--- src/core/sfdp_map.svh ---
// constants for the discovery parameter table responder
// assumes inclusion by core/sfdp_parameter_read.sv only
`ifndef SFDP_MAP_SVH
`define SFDP_MAP_SVH

// -----------------------------------------------------------------
// command, address and dummy phase
// -----------------------------------------------------------------
`define SFDP_CMD_CODE 8'h5A
`define SFDP_CMD_BITS 5'h08
`define SFDP_ADDR_BITS 5'h18
`define SFDP_DUMMY_STD 5'h08
`define SFDP_DUMMY_QUAD 5'h0A

// -----------------------------------------------------------------
// table space
// -----------------------------------------------------------------
`define SFDP_PTR_W 11
`define SFDP_PTR_LAST 11'h7FF
`define SFDP_FILL 8'hFF
`define SFDP_FIFO_DEPTH 8

`endif

--- src/core/empty_placeholder_removed.sv ---
`timescale 1ns/1ns

--- src/core/sfdp_pkg.sv ---
// types shared by the discovery parameter table responder
// assumes nothing beyond a SystemVerilog compiler
package sfdp_pkg;

    // transfer state of one chip select frame
    typedef enum logic [2:0] {
        ST_IDLE = 3'b000,
        ST_CMD = 3'b001,
        ST_ADDR = 3'b010,
        ST_DUMMY = 3'b011,
        ST_DATA = 3'b100,
        ST_IGNORE = 3'b101
    } state_e;

    // active bus protocol
    typedef enum logic [1:0] {
        PR_EXT = 2'b00,
        PR_DUAL = 2'b01,
        PR_QUAD = 2'b10
    } proto_e;

    // drive of the four serial data lines
    typedef struct packed {
        logic [3:0] value;
        logic [3:0] oe;
    } drive_s;

endpackage

--- src/core/sfdp_parameter_read.sv ---
// discovery parameter table read responder, with its byte fifo
// assumes the serial pins are asynchronous to I_CLK and that the
// serial clock is much slower than I_CLK (at least 8 clocks a phase)
`timescale 1ns/1ns
`include "sfdp_map.svh"

// -----------------------------------------------------------------
// byte fifo between table lookup and output shifter
// -----------------------------------------------------------------
module sfdp_byte_fifo #(
    parameter int WIDTH = 8,
    parameter int DEPTH = 8
) (
    // clock and reset
    input wire logic clk,
    input wire logic rst,
    input wire logic flush,
    // filling side
    input wire logic in_valid,
    output logic in_ready,
    input wire logic [WIDTH-1:0] in_data,
    // draining side
    output logic out_valid,
    input wire logic out_ready,
    output logic [WIDTH-1:0] out_data
);
    localparam int AW = $clog2(DEPTH);

    logic [WIDTH-1:0] mem [DEPTH];
    logic [AW:0] wr_reg;
    logic [AW:0] rd_reg;
    logic push;
    logic pop;

    // full when pointers differ only in the wrap bit
    assign in_ready = (wr_reg[AW] == rd_reg[AW]) || (wr_reg[AW-1:0] != rd_reg[AW-1:0]);
    assign out_valid = wr_reg != rd_reg;
    assign out_data = mem[rd_reg[AW-1:0]];
    assign push = in_valid && in_ready;
    assign pop = out_valid && out_ready;

    // storage, no reset needed on data
    always_ff @(posedge clk) begin
        if (push) begin
            mem[wr_reg[AW-1:0]] <= in_data;
        end
    end

    // pointers; flush drops everything in one clock
    always_ff @(posedge clk or posedge rst) begin
        if (rst) begin
            wr_reg <= '0;
            rd_reg <= '0;
        end else if (flush) begin
            wr_reg <= '0;
            rd_reg <= '0;
        end else begin
            if (push) begin
                wr_reg <= wr_reg + 1'b1;
            end
            if (pop) begin
                rd_reg <= rd_reg + 1'b1;
            end
        end
    end
endmodule

// -----------------------------------------------------------------
// responder top
// -----------------------------------------------------------------
module sfdp_parameter_read #(
    parameter logic [7:0] CMD_CODE = `SFDP_CMD_CODE,
    parameter int FIFO_DEPTH = `SFDP_FIFO_DEPTH
) (
    // system clock and reset
    input wire logic I_CLK,
    input wire logic I_RST,
    // serial pins
    input wire logic I_SCK,
    input wire logic I_CS_N,
    input wire logic [3:0] I_DQ,
    output sfdp_pkg::drive_s O_DQ,
    // device state, same clock domain
    input wire sfdp_pkg::proto_e I_PROTO,
    input wire logic I_WRITE_BUSY,
    output logic O_ACTIVE
);
    sfdp_pkg::state_e st_reg;
    logic [5:0] sync1_reg;
    logic [5:0] sync2_reg;
    logic sck_d_reg;
    logic rise;
    logic fall;
    logic cs_n;
    logic [3:0] dq_s;
    logic [4:0] cnt_reg;
    logic [23:0] addr_reg;
    logic [23:0] addr_next;
    logic [7:0] cmd_next;
    logic [7:0] sh_reg;
    logic [`SFDP_PTR_W-1:0] ptr_reg;
    logic fetch_reg;
    sfdp_pkg::drive_s drv_reg;
    logic [7:0] rom_byte;
    logic fifo_ready;
    logic fifo_valid;
    logic [7:0] fifo_data;
    logic pop;
    logic [7:0] byte_now;
    logic addr_done;

    // table contents; a lookup, so literal bytes stand here
    function automatic logic [7:0] table_byte(input logic [`SFDP_PTR_W-1:0] a);
        case (a)
            11'h000: table_byte = 8'h53;
            11'h001: table_byte = 8'h46;
            11'h002: table_byte = 8'h44;
            11'h003: table_byte = 8'h50;
            11'h004: table_byte = 8'h00;
            11'h005: table_byte = 8'h01;
            11'h006: table_byte = 8'h00;
            11'h008: table_byte = 8'h00;
            11'h009: table_byte = 8'h00;
            11'h00A: table_byte = 8'h01;
            11'h00B: table_byte = 8'h09;
            11'h00C: table_byte = 8'h30;
            11'h00D: table_byte = 8'h00;
            11'h00E: table_byte = 8'h00;
            11'h030: table_byte = 8'hE5;
            11'h031: table_byte = 8'h20;
            11'h032: table_byte = 8'hF1;
            11'h037: table_byte = 8'h03;
            11'h038: table_byte = 8'h29;
            11'h039: table_byte = 8'hEB;
            11'h03A: table_byte = 8'h27;
            11'h03B: table_byte = 8'h6B;
            11'h03C: table_byte = 8'h08;
            11'h03D: table_byte = 8'h3B;
            11'h03E: table_byte = 8'h27;
            11'h03F: table_byte = 8'hBB;
            11'h040: table_byte = 8'hFF;
            11'h046: table_byte = 8'h27;
            11'h047: table_byte = 8'hBB;
            11'h04A: table_byte = 8'h29;
            11'h04B: table_byte = 8'hEB;
            11'h04C: table_byte = 8'h0C;
            11'h04D: table_byte = 8'h20;
            11'h04E: table_byte = 8'h10;
            11'h04F: table_byte = 8'hD8;
            11'h050, 11'h051, 11'h052, 11'h053: table_byte = 8'h00;
            // 07h, 0Fh, 10h-2Fh, 33h-36h, 41h-45h, 48h-49h, above 53h
            default: table_byte = `SFDP_FILL;
        endcase
    endfunction

    // address lanes per protocol
    function automatic logic [2:0] addr_lanes(input sfdp_pkg::proto_e p);
        case (p)
            sfdp_pkg::PR_DUAL: addr_lanes = 3'h2;
            sfdp_pkg::PR_QUAD: addr_lanes = 3'h4;
            default: addr_lanes = 3'h1;
        endcase
    endfunction

    // top bits of a byte placed on the output lanes
    function automatic logic [3:0] out_bits(input sfdp_pkg::proto_e p, input logic [7:0] v);
        case (p)
            sfdp_pkg::PR_DUAL: out_bits = {2'h0, v[7:6]};
            sfdp_pkg::PR_QUAD: out_bits = v[7:4];
            default: out_bits = {2'h0, v[7], 1'b0};
        endcase
    endfunction

    // -----------------------------------------------------------------
    // pin synchronisers and clock edge detection
    // -----------------------------------------------------------------
    // second stage alone feeds logic; reset matches idle pins, so no false edge
    always_ff @(posedge I_CLK or posedge I_RST) begin
        if (I_RST) begin
            sync1_reg <= 6'h2F;
            sync2_reg <= 6'h2F;
            sck_d_reg <= 1'b0;
        end else begin
            sync1_reg <= {I_CS_N, I_SCK, I_DQ};
            sync2_reg <= sync1_reg;
            sck_d_reg <= sync2_reg[4];
        end
    end

    assign cs_n = sync2_reg[5];
    assign dq_s = sync2_reg[3:0];
    assign rise = !cs_n && sync2_reg[4] && !sck_d_reg;
    assign fall = !cs_n && !sync2_reg[4] && sck_d_reg;

    // -----------------------------------------------------------------
    // phase sequencing
    // -----------------------------------------------------------------
    // command always enters on line zero, address on the protocol lanes
    always_comb begin
        cmd_next = {addr_reg[6:0], dq_s[0]};
        case (I_PROTO)
            sfdp_pkg::PR_DUAL: addr_next = {addr_reg[21:0], dq_s[1:0]};
            sfdp_pkg::PR_QUAD: addr_next = {addr_reg[19:0], dq_s};
            default: addr_next = {addr_reg[22:0], dq_s[0]};
        endcase
    end

    // counts address bits, one lane group per clock; the last address group ends the phase
    assign addr_done = (st_reg == sfdp_pkg::ST_ADDR) && rise &&
        (5'(cnt_reg + 5'(addr_lanes(I_PROTO))) == `SFDP_ADDR_BITS);

    always_ff @(posedge I_CLK or posedge I_RST) begin
        if (I_RST) begin
            st_reg <= sfdp_pkg::ST_IDLE;
            cnt_reg <= 5'h00;
            addr_reg <= 24'h000000;
        end else if (cs_n) begin
            st_reg <= sfdp_pkg::ST_IDLE;
            cnt_reg <= 5'h00;
        end else begin
            case (st_reg)
                sfdp_pkg::ST_IDLE: begin
                    st_reg <= sfdp_pkg::ST_CMD;
                    cnt_reg <= 5'h00;
                end
                sfdp_pkg::ST_CMD: begin
                    if (rise) begin
                        addr_reg <= {16'h0000, cmd_next};
                        cnt_reg <= cnt_reg + 5'h01;
                        if (cnt_reg == `SFDP_CMD_BITS - 5'h01) begin
                            cnt_reg <= 5'h00;
                            // a busy device leaves the command undecoded
                            if (cmd_next == CMD_CODE && !I_WRITE_BUSY) begin
                                st_reg <= sfdp_pkg::ST_ADDR;
                            end else begin
                                st_reg <= sfdp_pkg::ST_IGNORE;
                            end
                        end
                    end
                end
                sfdp_pkg::ST_ADDR: begin
                    if (rise) begin
                        addr_reg <= addr_next;
                        cnt_reg <= 5'(cnt_reg + 5'(addr_lanes(I_PROTO)));
                        if (addr_done) begin
                            st_reg <= sfdp_pkg::ST_DUMMY;
                            cnt_reg <= 5'h00;
                        end
                    end
                end
                sfdp_pkg::ST_DUMMY: begin
                    if (rise) begin
                        cnt_reg <= cnt_reg + 5'h01;
                        if (cnt_reg == ((I_PROTO == sfdp_pkg::PR_QUAD) ?
                                `SFDP_DUMMY_QUAD : `SFDP_DUMMY_STD) - 5'h01) begin
                            st_reg <= sfdp_pkg::ST_DATA;
                            cnt_reg <= 5'h00;
                        end
                    end
                end
                sfdp_pkg::ST_DATA: begin
                    // cnt holds lane groups left in the current byte
                    if (fall) begin
                        cnt_reg <= (cnt_reg == 5'h00) ?
                            5'(5'h08 / 5'(addr_lanes(I_PROTO)) - 5'h01) :
                            cnt_reg - 5'h01;
                    end
                end
                sfdp_pkg::ST_IGNORE: st_reg <= sfdp_pkg::ST_IGNORE;
                default: st_reg <= sfdp_pkg::ST_IDLE;
            endcase
        end
    end

    // -----------------------------------------------------------------
    // table fetch into the fifo
    // -----------------------------------------------------------------
    // prefetch runs ahead of the shifter, stalled by a full fifo;
    // the pointer is 11 bits wide so it wraps at the table end by itself
    always_ff @(posedge I_CLK or posedge I_RST) begin
        if (I_RST) begin
            ptr_reg <= '0;
            fetch_reg <= 1'b0;
        end else if (cs_n) begin
            fetch_reg <= 1'b0;
        end else if (addr_done) begin
            ptr_reg <= addr_next[`SFDP_PTR_W-1:0];
            fetch_reg <= 1'b1;
        end else if (fetch_reg && fifo_ready) begin
            ptr_reg <= ptr_reg + 1'b1;
        end
    end

    assign rom_byte = table_byte(ptr_reg);

    sfdp_byte_fifo #(
        .WIDTH(8),
        .DEPTH(FIFO_DEPTH)
    ) u_fifo (
        .clk(I_CLK),
        .rst(I_RST),
        .flush(cs_n),
        .in_valid(fetch_reg),
        .in_ready(fifo_ready),
        .in_data(rom_byte),
        .out_valid(fifo_valid),
        .out_ready(pop),
        .out_data(fifo_data)
    );

    // -----------------------------------------------------------------
    // output shifter, changes on falling serial clock
    // -----------------------------------------------------------------
    assign pop = (st_reg == sfdp_pkg::ST_DATA) && fall && (cnt_reg == 5'h00);
    // an empty fifo cannot occur at sane clock ratios; fill byte guards it
    assign byte_now = fifo_valid ? fifo_data : `SFDP_FILL;

    always_ff @(posedge I_CLK or posedge I_RST) begin
        if (I_RST) begin
            sh_reg <= 8'h00;
            drv_reg <= '0;
        end else if (cs_n || st_reg != sfdp_pkg::ST_DATA) begin
            drv_reg <= '0;
        end else if (fall) begin
            sh_reg <= pop ? byte_now << addr_lanes(I_PROTO) :
                sh_reg << addr_lanes(I_PROTO);
            drv_reg.value <= out_bits(I_PROTO, pop ? byte_now : sh_reg);
            case (I_PROTO)
                sfdp_pkg::PR_DUAL: drv_reg.oe <= 4'h3;
                sfdp_pkg::PR_QUAD: drv_reg.oe <= 4'hF;
                default: drv_reg.oe <= 4'h2;
            endcase
        end
    end

    assign O_DQ = drv_reg;
    assign O_ACTIVE = (st_reg != sfdp_pkg::ST_IDLE) && (st_reg != sfdp_pkg::ST_IGNORE);
endmodule

--- config.mk ---
export PLATFORM = sky130hd
export DESIGN_NAME = sfdp_parameter_read
export DESIGN_NICKNAME = d
export VERILOG_FILES = /design/src/core/empty_placeholder_removed.sv /design/src/core/sfdp_pkg.sv /design/src/core/sfdp_parameter_read.sv
export VERILOG_INCLUDE_DIRS = /design/src /design/src/core
export SDC_FILE = /design/constraint.sdc
export NUM_CORES = 1
export LEC_CHECK = 0
export BUFFER_PORTS_ARGS = -buffer_cell sky130_fd_sc_hd__buf_2
export CAP_MARGIN = 20
export CORE_MARGIN = 4
export CORE_UTILIZATION = 40
export CTS_BUF_LIST = sky130_fd_sc_hd__clkbuf_8
export DETAILED_ROUTE_END_ITERATION = 7
export SYNTH_ARGS = -nofsm -noshare
export SYNTH_HDL_FRONTEND = slang
export SYNTH_SLANG_ARGS = --single-unit
--- constraint.sdc ---
create_clock -name I_CLK -period 2.8 [get_ports I_CLK]
set_input_delay 0.56 -clock I_CLK [delete_from_list [all_inputs] [get_ports I_CLK]]
set_output_delay 0.56 -clock I_CLK [all_outputs]
set_load 0.02 [all_outputs]
---- Word level (Yosys, flattened, before mapping) ----
Memory sizes are Yosys's and may differ from the RTL's.
Index checks and enable logic that the tools add are counted.
word-level totals
  flip-flop bits (word level) ............. 67
  memories ................................ 2
  output and inout bits ................... 9
  word-level logic and storage cells ...... 139
  ROM bits ................................ 1024
  bits in writable memories ............... 64
  input port bits ......................... 11
memory list
  memory           words  bits a word  read ports  clocked after memory_dff  wr ports  line                        RTL
  (no name shown)  128    8            1           0                         0         sfdp_parameter_read.sv:114  case (a)
  u_fifo.mem       8      8            1           0                         1         sfdp_parameter_read.sv:29   logic [WIDTH-1:0] mem [DEPTH];
operators by class
  bitwise operators ....................... 2
  mux-type cells .......................... 50
  reductions and logical operators ........ 34
  shift-type cells ........................ 2
  add/sub/neg operators ................... 9
  divide/modulo/power cells ............... 1
  equal/unequal tests ..................... 26
operators by type and width
  kind                     count
  $mux W8                  6
  $mux W3                  15
  $mux W5                  9
  $ne A3 B3 Y1 const B     9
  $pmux W5 S5              1
  $mux W11                 2
  $pmux W11 S2             1
  $mux W10                 2
  $pmux W10 S2             1
  $pmux W3 S6              1
  $mux W4                  4
  $pmux W4 S2              2
  $shl A8 B3 Y8            2
  $logic_and A1 B1 Y1      12
  $reduce_bool A2 Y1       6
  $add A11 B1 Y11 const B  1
  $add A5 B3 Y5            2
  $sub A5 B1 Y5 const B    2
  $add A4 B1 Y4 const B    2
  $eq A8 B7 Y1 const B     1
  $reduce_and A7 Y1        1
  $eq A3 B2 Y1 const B     2
  $eq A3 B3 Y1 const B     2
  $ne A2 B2 Y1 const B     3
  other kinds (26)         35

---- Longest topological paths before layout ----
  word-level depth ........................ 12
  depth in mapped cells ................... 12

---- Hierarchy ----
From an unflattened synthesis, not the netlist that was laid out.
unflattened totals
  cells, all modules ...................... 683
  area, all modules ....................... 7507.2 um^2
by module, submodules not included
  module               instances  area an instance (um^2)  cells each
  sfdp_parameter_read  1          4395.5                   512
  sfdp_byte_fifo       1          3111.7                   171

---- Least setup slack after synthesis ----
Ideal clock, no wire load.
  kind .................................... in2reg
  from .................................... input port I_PROTO[0]
  to ...................................... register ptr_reg[4]
  path buffers ............................ 0
  setup time .............................. 0.123 ns
  stages .................................. 10
  arrival time ............................ 2.592 ns
  setup slack ............................. 0.085 ns
  required time ........................... 2.677 ns
  cell sequence ........................... inv_1 ha_1 ha_1 nor2b_1 o21ai_0 a21oi_1 or3_1 and3_4 or4b_1 o221a_1
on the way
  word-level cells in the longest chain between the ends .. 7
  elaborated cells between the ends (all ways) .. 10
  those cells by class .................... add/sub: 1; eq/ne: 3; mux: 3; reduce/logical: 3
ends and longest elaborated chain
  element                                       line                                                    RTL
  start, declared                               sfdp_parameter_read.sv:84                               input wire sfdp_pkg::proto_e I_PROTO,
  $eq A2 B2 Y1 or $eq A2 B1 Y1 (tied branches)  sfdp_parameter_read.sv:158, sfdp_parameter_read.sv:201
  $pmux W3 S2                                   sfdp_parameter_read.sv:158                              case (p)
  $add A5 B3 Y5                                 sfdp_parameter_read.sv:210                              (5'(cnt_reg + 5'(addr_lanes(I_PROTO))) == `SFDP_ADDR_BITS);
  $eq A5 B5 Y1 (no line)                        n/a
  $logic_and A1 B1 Y1                           sfdp_parameter_read.sv:209                              assign addr_done = (st_reg == sfdp_pkg::ST_ADDR) && rise &&
  $reduce_bool A2 Y1 (no line)                  n/a
  $reduce_and A2 Y1 (no line)                   n/a
  end signal, assigned                          sfdp_parameter_read.sv:287                              ptr_reg <= addr_next[`SFDP_PTR_W-1:0];
  end signal, assigned                          sfdp_parameter_read.sv:290                              ptr_reg <= ptr_reg + 1'b1;
  end, declared                                 sfdp_parameter_read.sv:101                              logic [`SFDP_PTR_W-1:0] ptr_reg;
Parallel ways exist; a longest one is shown, timed or not.
A chain may end at the register's enable or synchronous reset.

---- Final worst setup path ----
  from .................................... register cnt_reg[0]
  to ...................................... register sh_reg[7]
on the way
  word-level cells in the longest chain between the ends .. 3
ends and longest elaborated chain
  element                 line                        RTL
  start, declared         sfdp_parameter_read.sv:96   logic [4:0] cnt_reg;
  start signal, assigned  sfdp_parameter_read.sv:229  cnt_reg <= cnt_reg + 5'h01;
  start signal, assigned  sfdp_parameter_read.sv:244  cnt_reg <= 5'(cnt_reg + 5'(addr_lanes(I_PROTO)));
  start signal, assigned  sfdp_parameter_read.sv:253  cnt_reg <= cnt_reg + 5'h01;
  $logic_not A5 Y1        sfdp_parameter_read.sv:314  assign pop = (st_reg == sfdp_pkg::ST_DATA) && fall && (cnt_reg == 5'h00);
  $logic_and A1 B1 Y1     sfdp_parameter_read.sv:314
  $mux W8                 sfdp_parameter_read.sv:325  sh_reg <= pop ? byte_now << addr_lanes(I_PROTO) :
  end signal, assigned    sfdp_parameter_read.sv:325
  end, declared           sfdp_parameter_read.sv:100  logic [7:0] sh_reg;
Every way passes these cells.

==> out/metrics.cfg <==
[yosys]
ys_warn_count = 0
synth_seq_cells = 130
synth_fp_nets = 717
ys.flop_type = edfxtp_1
seq_area_frac_synth = 0.4882
synthTopCellsByArea = edfxtp_1 26%, dfrtp_1 19%, mux2i_1 4.4%, ha_1 3.9%, dfstp_2 3.6%
synth_edf_count = 64
synth_cells = 683
yosysTopAreaCell = edfxtp_1
ys_types = 82
postSynth.asyncResetShare = 0.5077
syn_avg_cell_area_um2 = 10.76
synth_top_area_share = 0.2616
syn-cell-area_um2 = 7346

[final_layout]
nNetsFinal = 758
final_cells = 966
seq_area_um2 = 3586
final_core_util = 0.4576
multi_input_area_um2 = 3379
fillCellCount = 1668
antenna_cells = 0
largest_reg_flops = 64
area_growth_pct = 12.28
drive_above_1_share = 0.2035

[timing]
skew_ns = 0.01324
drv_slew = 0
fin_crit_sh = 0.9477
fmax_mhz = 376.9
setup_viol = 0
maxSlewHeadroom = 0.2929
finalHoldViolCount = 0
rsz0062_at_grt = false
tightest_slew_ns = 1.057
fin_tns_setup_ns = 0
final_period_minus_worst_setup_slack_ns = 2.653

[floorplanning]
coreArea_um2 = 18020
dieHeight_um = 143.5
die-area_um2 = 20600
chipWidth_um = 143.5
io_pins = 20
num_rows = 49
start_util = 0.4075

[cts]
cts_buffer_depth = 2
hold_buffers = 0
cts_sinks = 130
cts.clk_slew.worst_paths_ns = 0.08
post_cts_buffers = 0
numCtsBuffers = 17
clk_latency_ns = 0.44
root_buffer = clkbuf_8
cts_tree = done
cts_max_level = 4
ctsResizeCount = 0

[critical_path]
cp.required_ns = 3.13
reg2reg_to = sh_reg[7]
cp_top_family = simple AND/OR/NAND/NOR gates
critPathArrivalTime_ns = 2.98
rrSetupSlack_ns = 0.15
critical_path.max_stage_delay_ns = 0.51
cp_num_buf_inv = 1
critical_path_class = reg2reg
endpoint_kind = register
rr_startpoint = cnt_reg[0]
worstPathMaxFanout = 14
crit_path_start_kind = register
cpMaxStageDelayCell = and3_1
ff2ff_path_depth = 9
path_cells = inv_1 > ha_1 > nor4b_4 > and3_1 > and2_4 > o2bb2ai_2 > o21ai_2 > o211a_1 > a211o_1

[grt]
grt_pass1_wl_mm = 28.55
overflow = 0
antenna_found_initial = 0
grt_pass1_vias = 5554
track_usage = 0.1751
grt_max_degree = 67

[route]
drc = 0
totalWireLength_mm = 17.16
avgRoutedWirePerCell_um = 17.77
ant_nets = 0
via_count = 5433
firstDrtPassIters = 5
vias_per_cell = 5.624
drt_iter0_markers = 391

[power]
ir_drop_mv = 0.2841
power_frac_clock = 0.318
internal_power_mw = 3.146
power_density_nw_per_um2 = 544.7
power_mw = 4.493
combPwrFrac = 0.173
netSwitchingFraction = 0.2997
leakage_nw = 3.457
p_seq_frac = 0.509
p_switching_mw = 1.346

[run_status]
status = completed

[min_path]
hold_class = in2async

[placed_design]
dp_hpwl_mm = 12.14
io_buffers = 19
place.gp.congestion = 0.8838
place_inst = 934

[job]
drv_cap = 0

==> worst max-delay path by stage <==
| stage | from | end | depth (start not counted) |
|---|---|---|---|
| final | cnt_reg[0] | sh_reg[7] | 9 |
| after global routing | cnt_reg[0] | sh_reg[7] | 9 |
| after CTS | cnt_reg[0] | sh_reg[7] | 9 |
| after detailed placement | I_PROTO[0] | ptr_reg[2] | 13 |
| after global placement | I_PROTO[0] | ptr_reg[1] | 13 |
| after floorplan | I_PROTO[0] | ptr_reg[4] | 10 |
==> metrics by stage <==
step,hold slack [ns],setup slack [ns],instance area [um^2]
final,0.1891,0.1466,8248
after global routing,0.1798,0.005822,8248
after CTS,0.1821,0.1629,8248
after detailed placement,0.3432,-0.2470,7894
after global placement,0.3343,-0.1495,7889
after floorplan,0.3312,0.08476,7346
==> cells in the mapped netlist, drive strengths merged, types with 5 or more instances <==
cell type / number
nand2: 66
edfxtp: 64
dfrtp: 56
o21ai: 54
nor2: 48
mux2i: 32
a21oi: 30
buf: 29
inv: 25
ha: 23
clkbuf: 22
nand3: 18
mux2: 12
nor3: 12
a22o: 11
a31oi: 10
dfstp: 10
xnor2: 10
a22oi: 9
and2: 9
mux4: 9
o211ai: 9
nor2b: 8
o22ai: 8
xor2: 8
nand2b: 7
a221o: 6
nor3b: 5
==> metal layers <==
metal  vias up  track usage  wire length (um)
met5         -            0                 0
met4         0      0.06145               328
met3        28      0.03760               706
met2       131       0.2801              8258
met1      2655       0.2367              7872
li1       2619            -                 -
==> power by group through the flow <==
stage          Combinational (mW)  Clock, mW  Sequential [mW]
2_1_floorplan               0.596          0             2.25
4_1_cts                     0.776       1.46             2.28
6_report                    0.779       1.43             2.29
3_3_place_gp                0.757          0             2.31
5_1_grt                     0.884       1.55             2.31
3_5_place_dp                0.772          0             2.32
==> placed cells by master (no fill, tap or decap), types with 10 or more instances in the layout <==
cell type,count
dfrtp_1,56
inv_1,26
mux2i_1,32
buf_2,20
nand3_1,16
mux2_2,12
a31oi_1,10
nor2_1,48
buf_4,49
a21oi_1,29
a22o_1,11
o21ai_0,51
nor3_1,11
ha_1,23
dfstp_2,10
nand2_1,66
edfxtp_1,64
clkbuf_8,17
==> worst min-delay path: cells and delay by family <==
| family | cells | cell delay (ns) |
|---|---|---|
| buffers and inverters | 3 | 0.48 |
==> area by class of cell <==
| cell class | count | share of cell area |
|---|---|---|
| sequential | 130 | 0.4348 |
| multi-input combinational | 477 | 0.4097 |
| timing repair buffer | 73 | 0.06644 |
| tap | 229 | 0.03474 |
| clock buffer | 17 | 0.02837 |
| clock inverter | 15 | 0.01456 |
| inverter | 25 | 0.01138 |
==> cell families (layout without fill, tap and decap cells) <==
family,Yosys count,in the layout,synth area share
buffers and inverters,76,130,0.05178
xor gates and xnor gates,18,18,0.02248
adders and majority gates,23,23,0.03918
DFF,130,130,0.4882
and+or+nand+nor,198,198,0.1371
muxes,53,53,0.08959
AOI/OAI and AO/OA,185,185,0.1717
(Power assumes the default switching activity.)
